==> config.mk <==
export PLATFORM = sky130hd
export DESIGN_NAME = arcs_result_crc
export DESIGN_NICKNAME = d
export VERILOG_FILES = /design/src/shared/arcs_pkg.sv /design/src/arcs_crc_step.sv /design/src/arcs_result_crc.sv
export VERILOG_INCLUDE_DIRS = /design/src /design/src/shared
export SDC_FILE = /design/constraint.sdc
export NUM_CORES = 1
export LEC_CHECK = 0
export ABC_CLOCK_PERIOD_IN_PS = 34600
export BUFFER_PORTS_ARGS = -buffer_cell sky130_fd_sc_hd__buf_2
export CELL_PAD_IN_SITES_DETAIL_PLACEMENT = 0
export CELL_PAD_IN_SITES_GLOBAL_PLACEMENT = 1
export CORE_MARGIN = 4
export CORE_UTILIZATION = 41
export CTS_CLUSTER_SIZE = 25
export DETAILED_ROUTE_END_ITERATION = 6
export HOLD_SLACK_MARGIN = 0.05
export PLACE_DENSITY = 0.76
export SLEW_MARGIN = 20
export SYNTH_ARGS = -nofsm -noshare
export SYNTH_HDL_FRONTEND = slang
export SYNTH_HIERARCHICAL = 1
export SYNTH_SLANG_ARGS = --single-unit
export TNS_END_PERCENT = 5
==> constraint.sdc <==
create_clock -name core_clk -period 34.6 [get_ports core_clk]
set_clock_uncertainty 0.05 [all_clocks]
set_input_delay 0 -clock core_clk [delete_from_list [all_inputs] [get_ports core_clk]]
set_output_delay 0 -clock core_clk [all_outputs]
set_load 0.05 [all_outputs]
==> src/shared/arcs_cfg.svh <==
// constants for the result checksum and status block
// Operation
// - supply and regulator channels convert when channel register holds their identifier
// - software mode lets diagnostic channels sit in sequencer steps
// - self-test channel returns 0xAAAA for A and 0x5555 for B; code switches both results on the A-side select only
// - checksum works in software mode, or hardware serial; never hardware parallel
// - checksum enable and status word enable always act together
// - hardware mode samples checksum pin at full reset release, fixed afterwards
// - appended word: upper byte channel ids, lower byte checksum
// - status word comes on one extra read after the results, and on a register read of address 0x08
// - software mode: either checksum bit or status bit enables checksum
// - checksum covers A and B results, sent after them
// - checksum starts at zero per sequence, A first then B, chained
// - next bit 0 equation
// - next bit 1 equation
// - next bit 2 equation
// - next bit 3 equation
// - next bit 4 equation
// - next bit 5 equation
// - next bit 6 equation, garbled operator taken as XOR
// - next bit 7 equation
// - reset loads steps 0..7 with pairs 0..7, other 24 steps zero
// - status word: A id 15:12, B id 11:8, checksum 7:0
// - command word: write flag 15, address 14:9, data 8:0
`ifndef ARCS_CFG_SVH
`define ARCS_CFG_SVH
`define ARCS_ADDR_CONFIG    6'h02
`define ARCS_ADDR_CHANNEL   6'h03
`define ARCS_ADDR_RANGE_AL  6'h04
`define ARCS_ADDR_RANGE_AH  6'h05
`define ARCS_ADDR_RANGE_BL  6'h06
`define ARCS_ADDR_RANGE_BH  6'h07
`define ARCS_ADDR_STATUS    6'h08
`define ARCS_ADDR_RESULT    6'h00
`define ARCS_STACK_BIT      5
`define ARCS_RANGE_RESET    9'h0ff
`define ARCS_CMD_WR_BIT     15
`define ARCS_BIT_CHECKSUM_ON      0
`define ARCS_BIT_STATEN     1
`define ARCS_BIT_SEQUENCER_ON      5
`define ARCS_BIT_BURST      6
`define ARCS_BIT_SELF_DETECT_ERROR_FLAG       7
`define ARCS_BIT_LAST       8
`define ARCS_CH_VCC         4'h8
`define ARCS_CH_LDO         4'h9
`define ARCS_CH_SELFTEST    4'hb
`define ARCS_SELF_A         16'haaaa
`define ARCS_SELF_B         16'h5555
`define ARCS_DIAG_MAX_KSPS  250
`define ARCS_STEPS          32
`define ARCS_INIT_STEPS     8
`endif

==> src/shared/arcs_pkg.sv <==
// types for the result checksum and status block
package arcs_pkg;
  // one register command word
  typedef struct packed {
    logic       wr;
    logic [5:0] addr;
    logic [8:0] data;
  } arcs_cmd_s;
  // one converted pair from the converter core
  typedef struct packed {
    logic [3:0]  a_side_channel_select;
    logic [3:0]  b_side_channel_select;
    logic [15:0] resA;
    logic [15:0] resB;
    logic        seqStart;
  } arcs_pair_s;
  // readback state of the result port
  typedef enum logic [1:0] {ST_IDLE, ST_RES_A, ST_RES_B, ST_STATUS} arcs_rd_e;
endpackage

==> src/arcs_crc_step.sv <==
// one chained checksum update over a 16-bit result
`timescale 1ns/1ps
module arcs_crc_step
(
  // data and running value
  input  wire logic [15:0] data,
  input  wire logic [7:0]  crcIn,
  // updated value
  output logic      [7:0]  crcOut
);
  import arcs_pkg::*;

  // single-cycle xor network
  always_comb
  begin
    crcOut[0] = data[14] ^ data[12] ^ data[8] ^ data[7] ^ data[6] ^ data[0]
              ^ crcIn[0] ^ crcIn[4] ^ crcIn[6];
    crcOut[1] = data[15] ^ data[14] ^ data[13] ^ data[12] ^ data[9] ^ data[6]
              ^ data[1] ^ data[0] ^ crcIn[1] ^ crcIn[4] ^ crcIn[5] ^ crcIn[6] ^ crcIn[7];
    crcOut[2] = data[15] ^ data[13] ^ data[12] ^ data[10] ^ data[8] ^ data[6]
              ^ data[2] ^ data[1] ^ data[0] ^ crcIn[0] ^ crcIn[2] ^ crcIn[4]
              ^ crcIn[5] ^ crcIn[7];
    crcOut[3] = data[14] ^ data[13] ^ data[11] ^ data[9] ^ data[7] ^ data[3]
              ^ data[2] ^ data[1] ^ crcIn[1] ^ crcIn[3] ^ crcIn[5] ^ crcIn[6];
    crcOut[4] = data[15] ^ data[14] ^ data[12] ^ data[10] ^ data[8] ^ data[4]
              ^ data[3] ^ data[2] ^ crcIn[0] ^ crcIn[2] ^ crcIn[4] ^ crcIn[6] ^ crcIn[7];
    crcOut[5] = data[15] ^ data[13] ^ data[11] ^ data[9] ^ data[5] ^ data[4]
              ^ data[3] ^ crcIn[1] ^ crcIn[3] ^ crcIn[5] ^ crcIn[7];
    crcOut[6] = data[14] ^ data[12] ^ data[10] ^ data[6] ^ data[5] ^ data[4]
              ^ crcIn[2] ^ crcIn[4] ^ crcIn[6];
    crcOut[7] = data[15] ^ data[13] ^ data[11] ^ data[7] ^ data[6] ^ data[5]
              ^ crcIn[3] ^ crcIn[5] ^ crcIn[7];
  end
endmodule

==> src/arcs_result_crc.sv <==
// result checksum, status word, self test and register file
`timescale 1ns/1ps
`include "arcs_cfg.svh"
module arcs_result_crc
(
  // clock and reset
  input  wire logic                 core_clk,
  input  wire logic                 rst_b,
  // straps and pins
  input  wire logic                 hwMode,
  input  wire logic                 serialMode,
  input  wire logic                 checksumOnPin,
  input  wire logic                 partialReset,
  input  wire logic                 selfDetectErr,
  // register command port
  input  wire logic                 cmdValid,
  input  wire arcs_pkg::arcs_cmd_s  cmd,
  // converter pairs in
  input  wire logic                 pairValid,
  output logic                      pairReady,
  input  wire arcs_pkg::arcs_pair_s pair,
  // result read port
  input  wire logic                 rdReq,
  output logic                      rdValid,
  output logic [15:0]               rdData,
  // control out to the converter
  output logic [3:0]                aSideChannelSelect,
  output logic [3:0]                bSideChannelSelect,
  output logic                      sequencerOn,
  output logic                      burstEnableBit,
  output logic                      checksumActive
);
  import arcs_pkg::*;

  //----------------------------------------
  // reset release and strap capture
  //----------------------------------------
  logic [1:0] rstSync_q;
  logic       rstN;
  logic       strapDone_q;
  logic       pinCrc_q;
  logic [2:0] pinSync_q;

  // two-flop reset release
  always_ff @(posedge core_clk or negedge rst_b)
  begin
    if (!rst_b) rstSync_q <= 2'b00;
    else        rstSync_q <= {rstSync_q[0], 1'b1};
  end
  assign rstN = rstSync_q[1];

  // pin filter, free running so the strap has settled by the time reset lets go
  always_ff @(posedge core_clk)
  begin
    pinSync_q <= {pinSync_q[1:0], checksumOnPin};
  end

  always_ff @(posedge core_clk or negedge rstN)
  begin
    if (!rstN)
    begin
      strapDone_q <= 1'b0;
      pinCrc_q    <= 1'b0;
    end
    // a level counts only once the last two filter stages agree
    else if (!strapDone_q && (pinSync_q[2] == pinSync_q[1]))
    begin
      strapDone_q <= 1'b1;
      pinCrc_q    <= pinSync_q[2];
    end
  end

  //----------------------------------------
  // registers
  //----------------------------------------
  logic [8:0] config_q;
  logic [7:0] chanSel_q;
  logic [8:0] range_q [4];
  logic [8:0] stack_q [`ARCS_STEPS];
  logic       rdPendReg_q;
  logic [5:0] rdAddr_q;
  logic       cmdWr;

  assign cmdWr = cmdValid && cmd.wr;

  // configuration, channel and range
  always_ff @(posedge core_clk or negedge rstN)
  begin
    if (!rstN)
    begin
      config_q  <= 9'h000;
      chanSel_q <= 8'h00;
      for (int i = 0; i < 4; i++) range_q[i] <= `ARCS_RANGE_RESET;
    end
    // write flag, address, nine data bits
    else if (cmdWr && !cmd.addr[`ARCS_STACK_BIT])
    begin
      if (cmd.addr == `ARCS_ADDR_CONFIG)
        config_q <= cmd.data;
      else if (cmd.addr == `ARCS_ADDR_CHANNEL)
        chanSel_q <= cmd.data[7:0];
      else if (cmd.addr >= `ARCS_ADDR_RANGE_AL && cmd.addr <= `ARCS_ADDR_RANGE_BH)
        range_q[cmd.addr[1:0]] <= cmd.data;
    end
  end

  // sequencer steps reload on full or partial reset
  // steps may hold diagnostic ids; no check made
  genvar g;
  generate
    for (g = 0; g < `ARCS_STEPS; g++)
    begin : gStep
      always_ff @(posedge core_clk or negedge rstN)
      begin
        if (!rstN)
          stack_q[g] <= (g < `ARCS_INIT_STEPS) ? 9'((g << 4) | g) : 9'h000;
        else if (partialReset)
          stack_q[g] <= (g < `ARCS_INIT_STEPS) ? 9'((g << 4) | g) : 9'h000;
        else if (cmdWr && cmd.addr == {1'b1, 5'(g)})
          stack_q[g] <= cmd.data;
      end
    end
  endgenerate

  // read request remembered for next read
  always_ff @(posedge core_clk or negedge rstN)
  begin
    if (!rstN)
    begin
      rdPendReg_q <= 1'b0;
      rdAddr_q    <= 6'h00;
    end
    else if (cmdValid && !cmd.wr)
    begin
      rdPendReg_q <= (cmd.addr != `ARCS_ADDR_RESULT);
      rdAddr_q    <= cmd.addr;
    end
    else if (rdReq && rdPendReg_q)
      rdPendReg_q <= 1'b0;
  end

  //----------------------------------------
  // checksum enable
  //----------------------------------------
  logic checksum_on;
  assign checksum_on = hwMode ? (pinCrc_q && serialMode && strapDone_q)
                        : (config_q[`ARCS_BIT_CHECKSUM_ON] || config_q[`ARCS_BIT_STATEN]);

  //----------------------------------------
  // two-entry pair buffer
  //----------------------------------------
  arcs_pair_s buf_q [2];
  logic [1:0] bufCnt_q;
  logic [1:0] bufCntNext;
  logic       bufRd_q;
  logic       bufWr_q;
  logic       take;
  logic       pop;

  assign take = pairValid && pairReady;
  assign bufCntNext = 2'(bufCnt_q + 2'(take) - 2'(pop));

  // buffer storage and pointers
  always_ff @(posedge core_clk or negedge rstN)
  begin
    if (!rstN)
    begin
      bufCnt_q <= 2'd0;
      pairReady <= 1'b0;
      bufRd_q  <= 1'b0;
      bufWr_q  <= 1'b0;
      buf_q[0] <= '0;
      buf_q[1] <= '0;
    end
    else
    begin
      if (take)
      begin
        buf_q[bufWr_q] <= pair;
        bufWr_q        <= ~bufWr_q;
      end
      if (pop) bufRd_q <= ~bufRd_q;
      bufCnt_q <= bufCntNext;
      pairReady <= (bufCntNext != 2'd2); // registered so the output comes from a flop
    end
  end

  //----------------------------------------
  // readback sequence and checksum
  //----------------------------------------
  arcs_rd_e   rdState_q;
  arcs_pair_s cur_q;
  arcs_pair_s head;
  logic [15:0] resA;
  logic [15:0] resB;
  logic [7:0]  crc_q;
  logic [7:0]  crcBase;
  logic [7:0]  crcA;
  logic [7:0]  crcB;
  logic [7:0]  statId_q;
  logic [7:0]  statCrc_q;
  logic        selfTest;

  assign head     = buf_q[bufRd_q];
  assign pop      = (rdState_q == ST_IDLE) && (bufCnt_q != 2'd0);
  assign selfTest = (chanSel_q[3:0] == `ARCS_CH_SELFTEST);
  assign resA     = selfTest ? `ARCS_SELF_A : cur_q.resA;
  assign resB     = selfTest ? `ARCS_SELF_B : cur_q.resB;
  // start at zero for each sequence
  assign crcBase  = cur_q.seqStart ? 8'h00 : crc_q;

  // one network per word, A then B
  arcs_crc_step uCrcA
  (
    .data  (resA),
    .crcIn (crcBase),
    .crcOut(crcA)
  );
  arcs_crc_step uCrcB
  (
    .data  (resB),
    .crcIn (crcA),
    .crcOut(crcB)
  );

  // read state machine
  always_ff @(posedge core_clk or negedge rstN)
  begin
    if (!rstN)
    begin
      rdState_q <= ST_IDLE;
      cur_q     <= '0;
      crc_q     <= 8'h00;
      statId_q  <= 8'h00;
      statCrc_q <= 8'h00;
    end
    else
    begin
      case (rdState_q)
        ST_IDLE:
          if (pop)
          begin
            cur_q     <= head;
            rdState_q <= ST_RES_A;
          end
        ST_RES_A:
          if (rdReq && !rdPendReg_q) rdState_q <= ST_RES_B;
        ST_RES_B:
          if (rdReq && !rdPendReg_q)
          begin
            // chained value kept after B is sent
            crc_q     <= crcB;
            statId_q  <= {cur_q.a_side_channel_select, cur_q.b_side_channel_select};
            statCrc_q <= crcB;
            rdState_q <= checksum_on ? ST_STATUS : ST_IDLE;
          end
        ST_STATUS:
          if (rdReq && !rdPendReg_q) rdState_q <= ST_IDLE;
        default:
          rdState_q <= ST_IDLE;
      endcase
    end
  end

  //----------------------------------------
  // read data mux and outputs
  //----------------------------------------
  logic [15:0] regData;

  // register readback, address decode
  always_comb
  begin
    regData = 16'h0000;
    if (rdAddr_q[`ARCS_STACK_BIT])
      regData = {1'b0, rdAddr_q, stack_q[rdAddr_q[4:0]]};
    else if (rdAddr_q == `ARCS_ADDR_CONFIG)
      regData = {1'b0, rdAddr_q, 1'b0, selfDetectErr, config_q[6:0]};
    else if (rdAddr_q == `ARCS_ADDR_CHANNEL)
      regData = {1'b0, rdAddr_q, 1'b0, chanSel_q};
    else if (rdAddr_q >= `ARCS_ADDR_RANGE_AL && rdAddr_q <= `ARCS_ADDR_RANGE_BH)
      regData = {1'b0, rdAddr_q, 1'b0, range_q[rdAddr_q[1:0]][7:0]};
    else if (rdAddr_q == `ARCS_ADDR_STATUS)
      regData = {statId_q, statCrc_q};
  end

  // registered read answer
  always_ff @(posedge core_clk or negedge rstN)
  begin
    if (!rstN)
    begin
      rdValid <= 1'b0;
      rdData  <= 16'h0000;
    end
    else
    begin
      rdValid <= 1'b0;
      if (rdReq && rdPendReg_q)
      begin
        rdValid <= 1'b1;
        rdData  <= regData;
      end
      else if (rdReq && rdState_q != ST_IDLE)
      begin
        rdValid <= 1'b1;
        // ids high byte, checksum low byte
        rdData  <= (rdState_q == ST_RES_A) ? resA :
                   (rdState_q == ST_RES_B) ? resB : {statId_q, statCrc_q}; // statCrc_q holds the same value as crc_q
      end
    end
  end

  // channel selection drives converter mux, diag ids included
  always_ff @(posedge core_clk or negedge rstN)
  begin
    if (!rstN)
    begin
      aSideChannelSelect <= 4'h0;
      bSideChannelSelect <= 4'h0;
      sequencerOn        <= 1'b0;
      burstEnableBit     <= 1'b0;
      checksumActive     <= 1'b0;
    end
    else
    begin
      aSideChannelSelect <= chanSel_q[3:0];
      bSideChannelSelect <= chanSel_q[7:4];
      sequencerOn        <= config_q[`ARCS_BIT_SEQUENCER_ON];
      burstEnableBit     <= config_q[`ARCS_BIT_BURST];
      checksumActive     <= checksum_on;
    end
  end

  //----------------------------------------
  // checks
  //----------------------------------------
  AST_SELFTEST_A: assert property (@(posedge core_clk) disable iff (!rstN)
    (rdReq && !rdPendReg_q && rdState_q == ST_RES_A && selfTest)
      |=> (rdValid && rdData == `ARCS_SELF_A))
    else $error("self test A code wrong");
  AST_SELFTEST_B: assert property (@(posedge core_clk) disable iff (!rstN)
    (rdReq && !rdPendReg_q && rdState_q == ST_RES_B && selfTest)
      |=> (rdValid && rdData == `ARCS_SELF_B))
    else $error("self test B code wrong");
  AST_NO_HW_PAR: assert property (@(posedge core_clk) disable iff (!rstN)
    (hwMode && !serialMode) |-> !checksum_on)
    else $error("checksum on in hardware parallel mode");
  AST_SW_ENABLE: assert property (@(posedge core_clk) disable iff (!rstN)
    (!hwMode && (config_q[`ARCS_BIT_CHECKSUM_ON] || config_q[`ARCS_BIT_STATEN])) |-> checksum_on)
    else $error("software enable ignored");
  AST_STRAP_HOLD: assert property (@(posedge core_clk) disable iff (!rstN)
    strapDone_q |=> $stable(pinCrc_q))
    else $error("strap changed after release");
  AST_STATUS_READ: assert property (@(posedge core_clk) disable iff (!rstN)
    (rdReq && !rdPendReg_q && rdState_q == ST_RES_B && !checksum_on) |=> rdState_q == ST_IDLE)
    else $error("status read without enable");
  AST_SEQ_ZERO: assert property (@(posedge core_clk) disable iff (!rstN)
    (rdState_q == ST_RES_B && cur_q.seqStart) |-> crcBase == 8'h00)
    else $error("checksum not cleared at sequence start");
  AST_STATUS_WORD: assert property (@(posedge core_clk) disable iff (!rstN)
    (rdReq && !rdPendReg_q && rdState_q == ST_STATUS)
      |=> (rdValid && rdData == {statId_q, statCrc_q}))
    else $error("status word layout wrong");
  AST_STACK_INIT: assert property (@(posedge core_clk) disable iff (!rstN)
    partialReset |=> (stack_q[1] == 9'h011 && stack_q[8] == 9'h000))
    else $error("stack not reinitialised");
endmodule

## Word-level counts from Yosys, hierarchy flattened

Index checks and enable logic that the tools add are counted.

| operators by class | value |
|---|---|
| add/subtract/negate cells | 2 |
| multiply operators | 0 |
| divide/modulo/power cells | 0 |
| $lt $le $gt $ge | 11 |
| equal/unequal tests | 47 |
| shift-type cells | 0 |
| muxes and demuxes | 102 |
| bitwise operators | 163 |
| reductions and logical operators | 96 |

Operators by type and width:

| kind | count |
|---|---|
| $mux W9 | 67 |
| $eq A6 B6 Y1 const B | 32 |
| $mux W16 | 11 |
| $mux W41 | 4 |
| $xor A1 B1 Y1 | 154 |
| $bwmux W82 | 1 |
| $reduce_bool A2 Y1 | 36 |
| $logic_and A1 B1 Y1 | 47 |
| $bmux W9 S5 | 1 |
| $demux W41 S1 | 1 |
| $bwmux W36 | 1 |
| $eq A6 B2 Y1 const B | 4 |
| $mux W8 | 3 |
| $bmux W9 S2 | 1 |
| $demux W9 S2 | 1 |
| $ge A6 B3 Y1 const B | 2 |
| $le A6 B3 Y1 const B | 2 |
| $mux W2 | 5 |
| $ne A2 B2 Y1 const B | 5 |
| $pmux W2 S4 | 1 |
| $reduce_and A4 Y1 | 2 |
| $eq A6 B4 Y1 const B | 1 |
| $ge A3 B3 Y1 const B | 2 |
| $ge A6 B6 Y1 const B | 1 |
| other kinds (20) | 36 |

| word-level totals | value |
|---|---|
| flip-flop bits (word level) | 527 |
| bits in latches | 0 |
| memory bits (writable) | 0 |
| ROM bits | 0 |
| input bits | 67 |
| memories | 0 |

## Logic depth before layout (Yosys ltp)

| depth | value |
|---|---|
| depth in word-level cells | 19 |
| mapped depth | 12 |
| mapped depth without buffers | 10 |

## Cells and area by module

Netlist, hierarchy kept.

Modules (own cells, without submodules):

| module | instances | cells each | area an instance (µm²) | seq. area each (µm²) |
|---|---|---|---|---|
| arcs_result_crc | 1 | 2157 | 24578.6 | 13142.6 |
| arcs_crc_step | 2 | 34 | 466.7 | 0.0 |

## Least setup slack after synthesis

Ideal clock, no wire load.

| timing path | value |
|---|---|
| path type | register -> register |
| start point | register chanSel_q[0] |
| end point | register statCrc_q[4] |
| setup time | 0.125 ns |
| data arrival time | 3.687 ns |
| required time | 34.425 ns |
| setup slack | 30.738 ns |
| cell stages (with the launch flop) | 13 |
| path buffers | 3 |
| cells stage by stage | dfrtp_1 nand4b_1 clkbuf_1 clkbuf_1 clkbuf_1 and2_1 xnor2_2 xnor3_1 xnor3_1 xnor2_1 xnor3_1 xnor3_1 mux2_2 |

| on the way | value |
|---|---|
| elaborated cells between the ends (all ways) | 62 |
| classes of those cells | eq/ne: 1; mux: 2; bitwise: 59 |

RTL lines:

| element | RTL line | text |
|---|---|---|
| start: declaration | arcs_result_crc.sv:77 | `logic [7:0] chanSel_q;` |
| start signal: assignment | arcs_result_crc.sv:101 | `chanSel_q <= cmd.data[7:0];` |
| $eq A4 B4 Y1 (no source line) | -- |  |
| $mux W16 | arcs_result_crc.sv:207 | `` assign resA = selfTest ? `ARCS_SELF_A : cur_q.resA; `` |
| net resA[12] | arcs_result_crc.sv:194 | `logic [15:0] resA;` |
| $xor A1 B1 Y1 (4 in a row) | arcs_crc_step.sv:20 | `crcOut[2] = data[15] ^ data[13] ^ data[12] ^ data[10] ^ data[8] ^ data[6]` |
| $xor A1 B1 Y1 (6 in a row) | arcs_crc_step.sv:21 | `^ data[2] ^ data[1] ^ data[0] ^ crcIn[0] ^ crcIn[2] ^ crcIn[4]` |
| $xor A1 B1 Y1 (2 in a row) | arcs_crc_step.sv:22 | `^ crcIn[5] ^ crcIn[7];` |
| net crcA[2] | arcs_result_crc.sv:198 | `logic [7:0] crcA;` |
| $xor A1 B1 Y1 (4 in a row) | arcs_crc_step.sv:26 | `^ data[3] ^ data[2] ^ crcIn[0] ^ crcIn[2] ^ crcIn[4] ^ crcIn[6] ^ crcIn[7];` |
| net crcB[4] | arcs_result_crc.sv:199 | `logic [7:0] crcB;` |
| end signal: assignment | arcs_result_crc.sv:254 | `statCrc_q <= crcB;` |
| end: declaration | arcs_result_crc.sv:201 | `logic [7:0] statCrc_q;` |

The timed path passes the listed nets, and every way through them passes these cells.
A chain may end at the register's enable or synchronous reset.

## Worst setup path after layout

| timing path | value |
|---|---|
| start point | register chanSel_q[0] |
| end point | register statCrc_q[2] |

| on the way | value |
|---|---|
| elaborated cells between the ends (all ways) | 64 |
| classes of those cells | eq/ne: 1; mux: 2; bitwise: 61 |

RTL lines:

| element | RTL line | text |
|---|---|---|
| $eq A4 B4 Y1 (no source line) | -- |  |
| $mux W16 | arcs_result_crc.sv:207 |  |
| net resA[15] | arcs_result_crc.sv:194 |  |
| $xor A1 B1 Y1 (5 in a row) | arcs_crc_step.sv:25 | `crcOut[4] = data[15] ^ data[14] ^ data[12] ^ data[10] ^ data[8] ^ data[4]` |
| $xor A1 B1 Y1 (7 in a row) | arcs_crc_step.sv:26 |  |
| net crcA[4] | arcs_result_crc.sv:198 |  |
| $xor A1 B1 Y1 | arcs_crc_step.sv:21 |  |
| $xor A1 B1 Y1 (2 in a row) | arcs_crc_step.sv:22 |  |
| net crcB[2] | arcs_result_crc.sv:199 |  |

The timed path passes the listed nets, and every way through them passes these cells.

==> results.cfg <==
[clock_network]
cts_root_buffer = clkbuf_16
cts_buffers = 56
cts_tree = done
clk_latency_ns = 0.62
clk_pin_slew_ns = 0.06
clk_path_buf_depth = 3
clock-sinks = 523
cts_setup_buffers = 0
htreeDepth = 2

[synth]
synthCells = 2225
yosys_warnings = 6
yosysTopAreaCell = dfrtp_1
syn_nets = 2294
ys.flop_type = dfrtp_1
seq_area_frac_synth_pct = 51.5
synth_top_area_share_pct = 45.5
ys_ff_latch = 523
synth.distinct_cells = 67
synth.avg_cell_area_um2 = 11.5
synth_edf_count = 0
synth.cell_area_mm2 = 0.0255
async_reset_ff_share_pct = 99.4
ys_top_cells_by_area = dfrtp_1, mux2i_1, mux4_2, mux2_2, dfstp_2

[layout]
nets = 2365
final_layout_size_suffix_gt1_share_pct = 22.9
fin_util_pct = 47.5
syn2layout_area_growth_pct = 14.7
final_common_cell = dfrtp_1
final_cell_area_mm2 = 0.0293
layout_common_cells = dfrtp_1, nor2_1, mux2i_1
fill_cells = 5530

[timing]
slew_viol_final = 0
slew_headroom_pct = 25.1
fin_crit_ns = 3.82
hold_viol_final = 0
finalSetupTns_ns = 0
setup-violations-final = 0
worstMarginPinSlew_ns = 1.12
rsz0062_at_grt = false
max_freq_mhz = 262
worst_hold_slack_ns = 0.103
min_period_over_period_pct = 11.0

[worst_setup_path]
cpPeakStageDelay_ns = 0.50
critPathKind = flop to flop
crit_start = chanSel_q[0]$_DFFE_PN0P_
rr_startpoint = chanSel_q[0]$_DFFE_PN0P_
critPathMaxFanout = 39
critPathSlowestCell = xnor3_1
cp.arrival_ns = 4.27
required_ns = 35.05
cp-end-kind = flop
crit_path_start_kind = flop
cp_common_cell = xnor3_1
crit_chain = nand4b_1 -> buf_4 -> nand2b_1 -> xnor2_2 -> xnor3_1 -> xnor3_1 -> xnor2_2 -> xnor3_1 -> xnor3_1 -> mux2_2

[grt]
grt_pass1_vias = 18282
grt.total_usage_pct = 21.7
grt_max_degree = 182
grt_pass1_wl_um = 113000
grt_overflow = 0
antenna_found_initial = 1

[drt]
wl_per_cell_um = 22.8
drtPass1Iterations = 6
wirelength_um = 72500
via_count = 18031
drtIter0Drc = 1753
viasPerCell = 5.67
ant_nets = 0
remaining_drc_errors = 0

[pwr]
power_w = 0.00267
clockPowerShare_pct = 23.3
power_leakage_nw = 12.5
sequentialPowerShare_pct = 31.0
pwr-share-comb_pct = 45.7
power.switching_w = 0.000893
power.share.switching_pct = 33.4
ir_drop_v = 0.000163
powerDensity_mw_per_mm2 = 91.3
p_int_w = 0.00178

[floorplan]
die_h_um = 257
num_rows = 91
dieArea_mm2 = 0.0663
die_x_um = 257
start_util_pct = 41.4
coreArea_mm2 = 0.0616
ios = 96

[placed_design]
dp_hpwl_um = 46500
io_buffers = 95
place_area_mm2 = 0.0266
gp_congestion = 0.917

[min_path]
hp-start = cmd[15]
min-delay-path-class = primary input to flop

[flow_run]
cap_violations = 0

[outcome]
status = complete, no violations
## path summary, 6_finish.rpt
path / endpoint / depth (start not counted) / slack, ns
max: statCrc_q[2]$_DFFE_PN0P_ / 10 / 30.78
min: stack_q[220]$_DFFE_PN1P_ / 6 / 0.10
max reg2reg: statCrc_q[2]$_DFFE_PN0P_ / 10 / 30.78
min reg2reg: pinSync_q[1]$_DFF_P_ / 0 / 0.28
max in group asynchronous: buf_q[19]$_DFFE_PN0P_ / 3 / 31.37
min in group asynchronous: rstSync_q[1]$_DFF_PN0_ / 3 / 0.19
## state kept, by name, indices dropped and copies added, names as in the netlist, 3 cells and up
signal and flops:
aSideChannelSelect 4, bSideChannelSelect 4, buf_q 82, chanSel_q 8, config_q 7, cur_q 41
pinSync_q 3, range_q 32, rdAddr_q 6, rdData 16, stack_q 288, statCrc_q 8
statId_q 8
## per-stage QoR
step	std cells	worst slack (ns)
after CTS	3181	30.80
after global routing	3181	30.60
after floorplan	2225	19.08
after global placement	3004	30.89
after detailed placement	3004	30.83
final	3182	30.78
## cells in the mapped netlist, types with 7 or more instances
| master | count |
|---|---|
| xnor3_1 | 18 |
| clkbuf_1 | 142 |
| o22ai_1 | 12 |
| nand3_1 | 115 |
| buf_1 | 16 |
| nor2_1 | 242 |
| nor2_2 | 12 |
| dfrtp_1 | 464 |
| a211oi_1 | 8 |
| nand2_1 | 190 |
| xor2_1 | 8 |
| inv_1 | 14 |
| a211o_1 | 12 |
| nand3b_1 | 15 |
| mux2i_1 | 238 |
| o211ai_1 | 10 |
| dfstp_2 | 56 |
| and3_1 | 15 |
| a22oi_1 | 9 |
| buf_2 | 15 |
| o21ai_0 | 25 |
| and2_1 | 16 |
| nand2b_1 | 23 |
| o221ai_1 | 7 |
| mux2_2 | 143 |
| nor2b_1 | 18 |
| a21oi_1 | 162 |
| mux4_2 | 78 |
| a221oi_1 | 7 |
| nor3_1 | 14 |
| xnor2_1 | 38 |
## power by group through the flow
stage               Sequential (W)  Combinational (W)  Clock, W
floorplan                 0.000821           0.000989         0
global placement          0.000835            0.00119         0
detailed placement        0.000838            0.00120         0
CTS                       0.000828            0.00122  0.000636
global route              0.000840            0.00130  0.000662
finish                    0.000828            0.00122  0.000622
## cell families (layout without fill, tap and decap cells)
kind of cell	after synthesis	in the layout	synth area share [%]
other	1	2	0.0147
DFF	523	523	51.5
and+or+nand+nor	684	684	12.1
xor gates and xnor gates	72	72	3.80
buffers and inverters	198	317	3.15
AOI/OAI and AO/OA	286	286	6.81
muxes	459	459	22.5
adders and majority gates	2	2	0.0981
## critical path: cells and delay by family (launching register included)
| family | cells | cell delay [ns] |
|---|---|---|
| xor+xnor | 6 | 2.26 |
| simple gates | 2 | 0.30 |
| buf+inv | 1 | 0.35 |
| mux | 1 | 0.27 |
| flops | 1 | 0.43 |
## layout make-up
cell class | count | area (um^2) | area share (%)
antenna | 1 | 2.50 | 0.00855
clock buffer | 85 | 1700 | 5.81
clock inverter | 21 | 248 | 0.846
inverter | 17 | 63.8 | 0.218
multi-input combinational | 1504 | 11600 | 39.7
sequential | 523 | 13200 | 44.9
tap | 837 | 1050 | 3.58
timing repair buffer | 194 | 1430 | 4.88
## metal layers
metal,track usage (%),up-vias,share of wire [%]
met2,35.0,680,47
met5,0,-,0
li1,-,8010,-
met3,3.81,128,6.9
met1,30.1,9213,42
met4,7.10,0,3.5
## timing repair
item	4_1_cts	5_1_grt
hold buffers	71	0
gates resized for setup	0	0
endpoints found under the hold margin	279	0
Power figures use the tool's default switching activity.
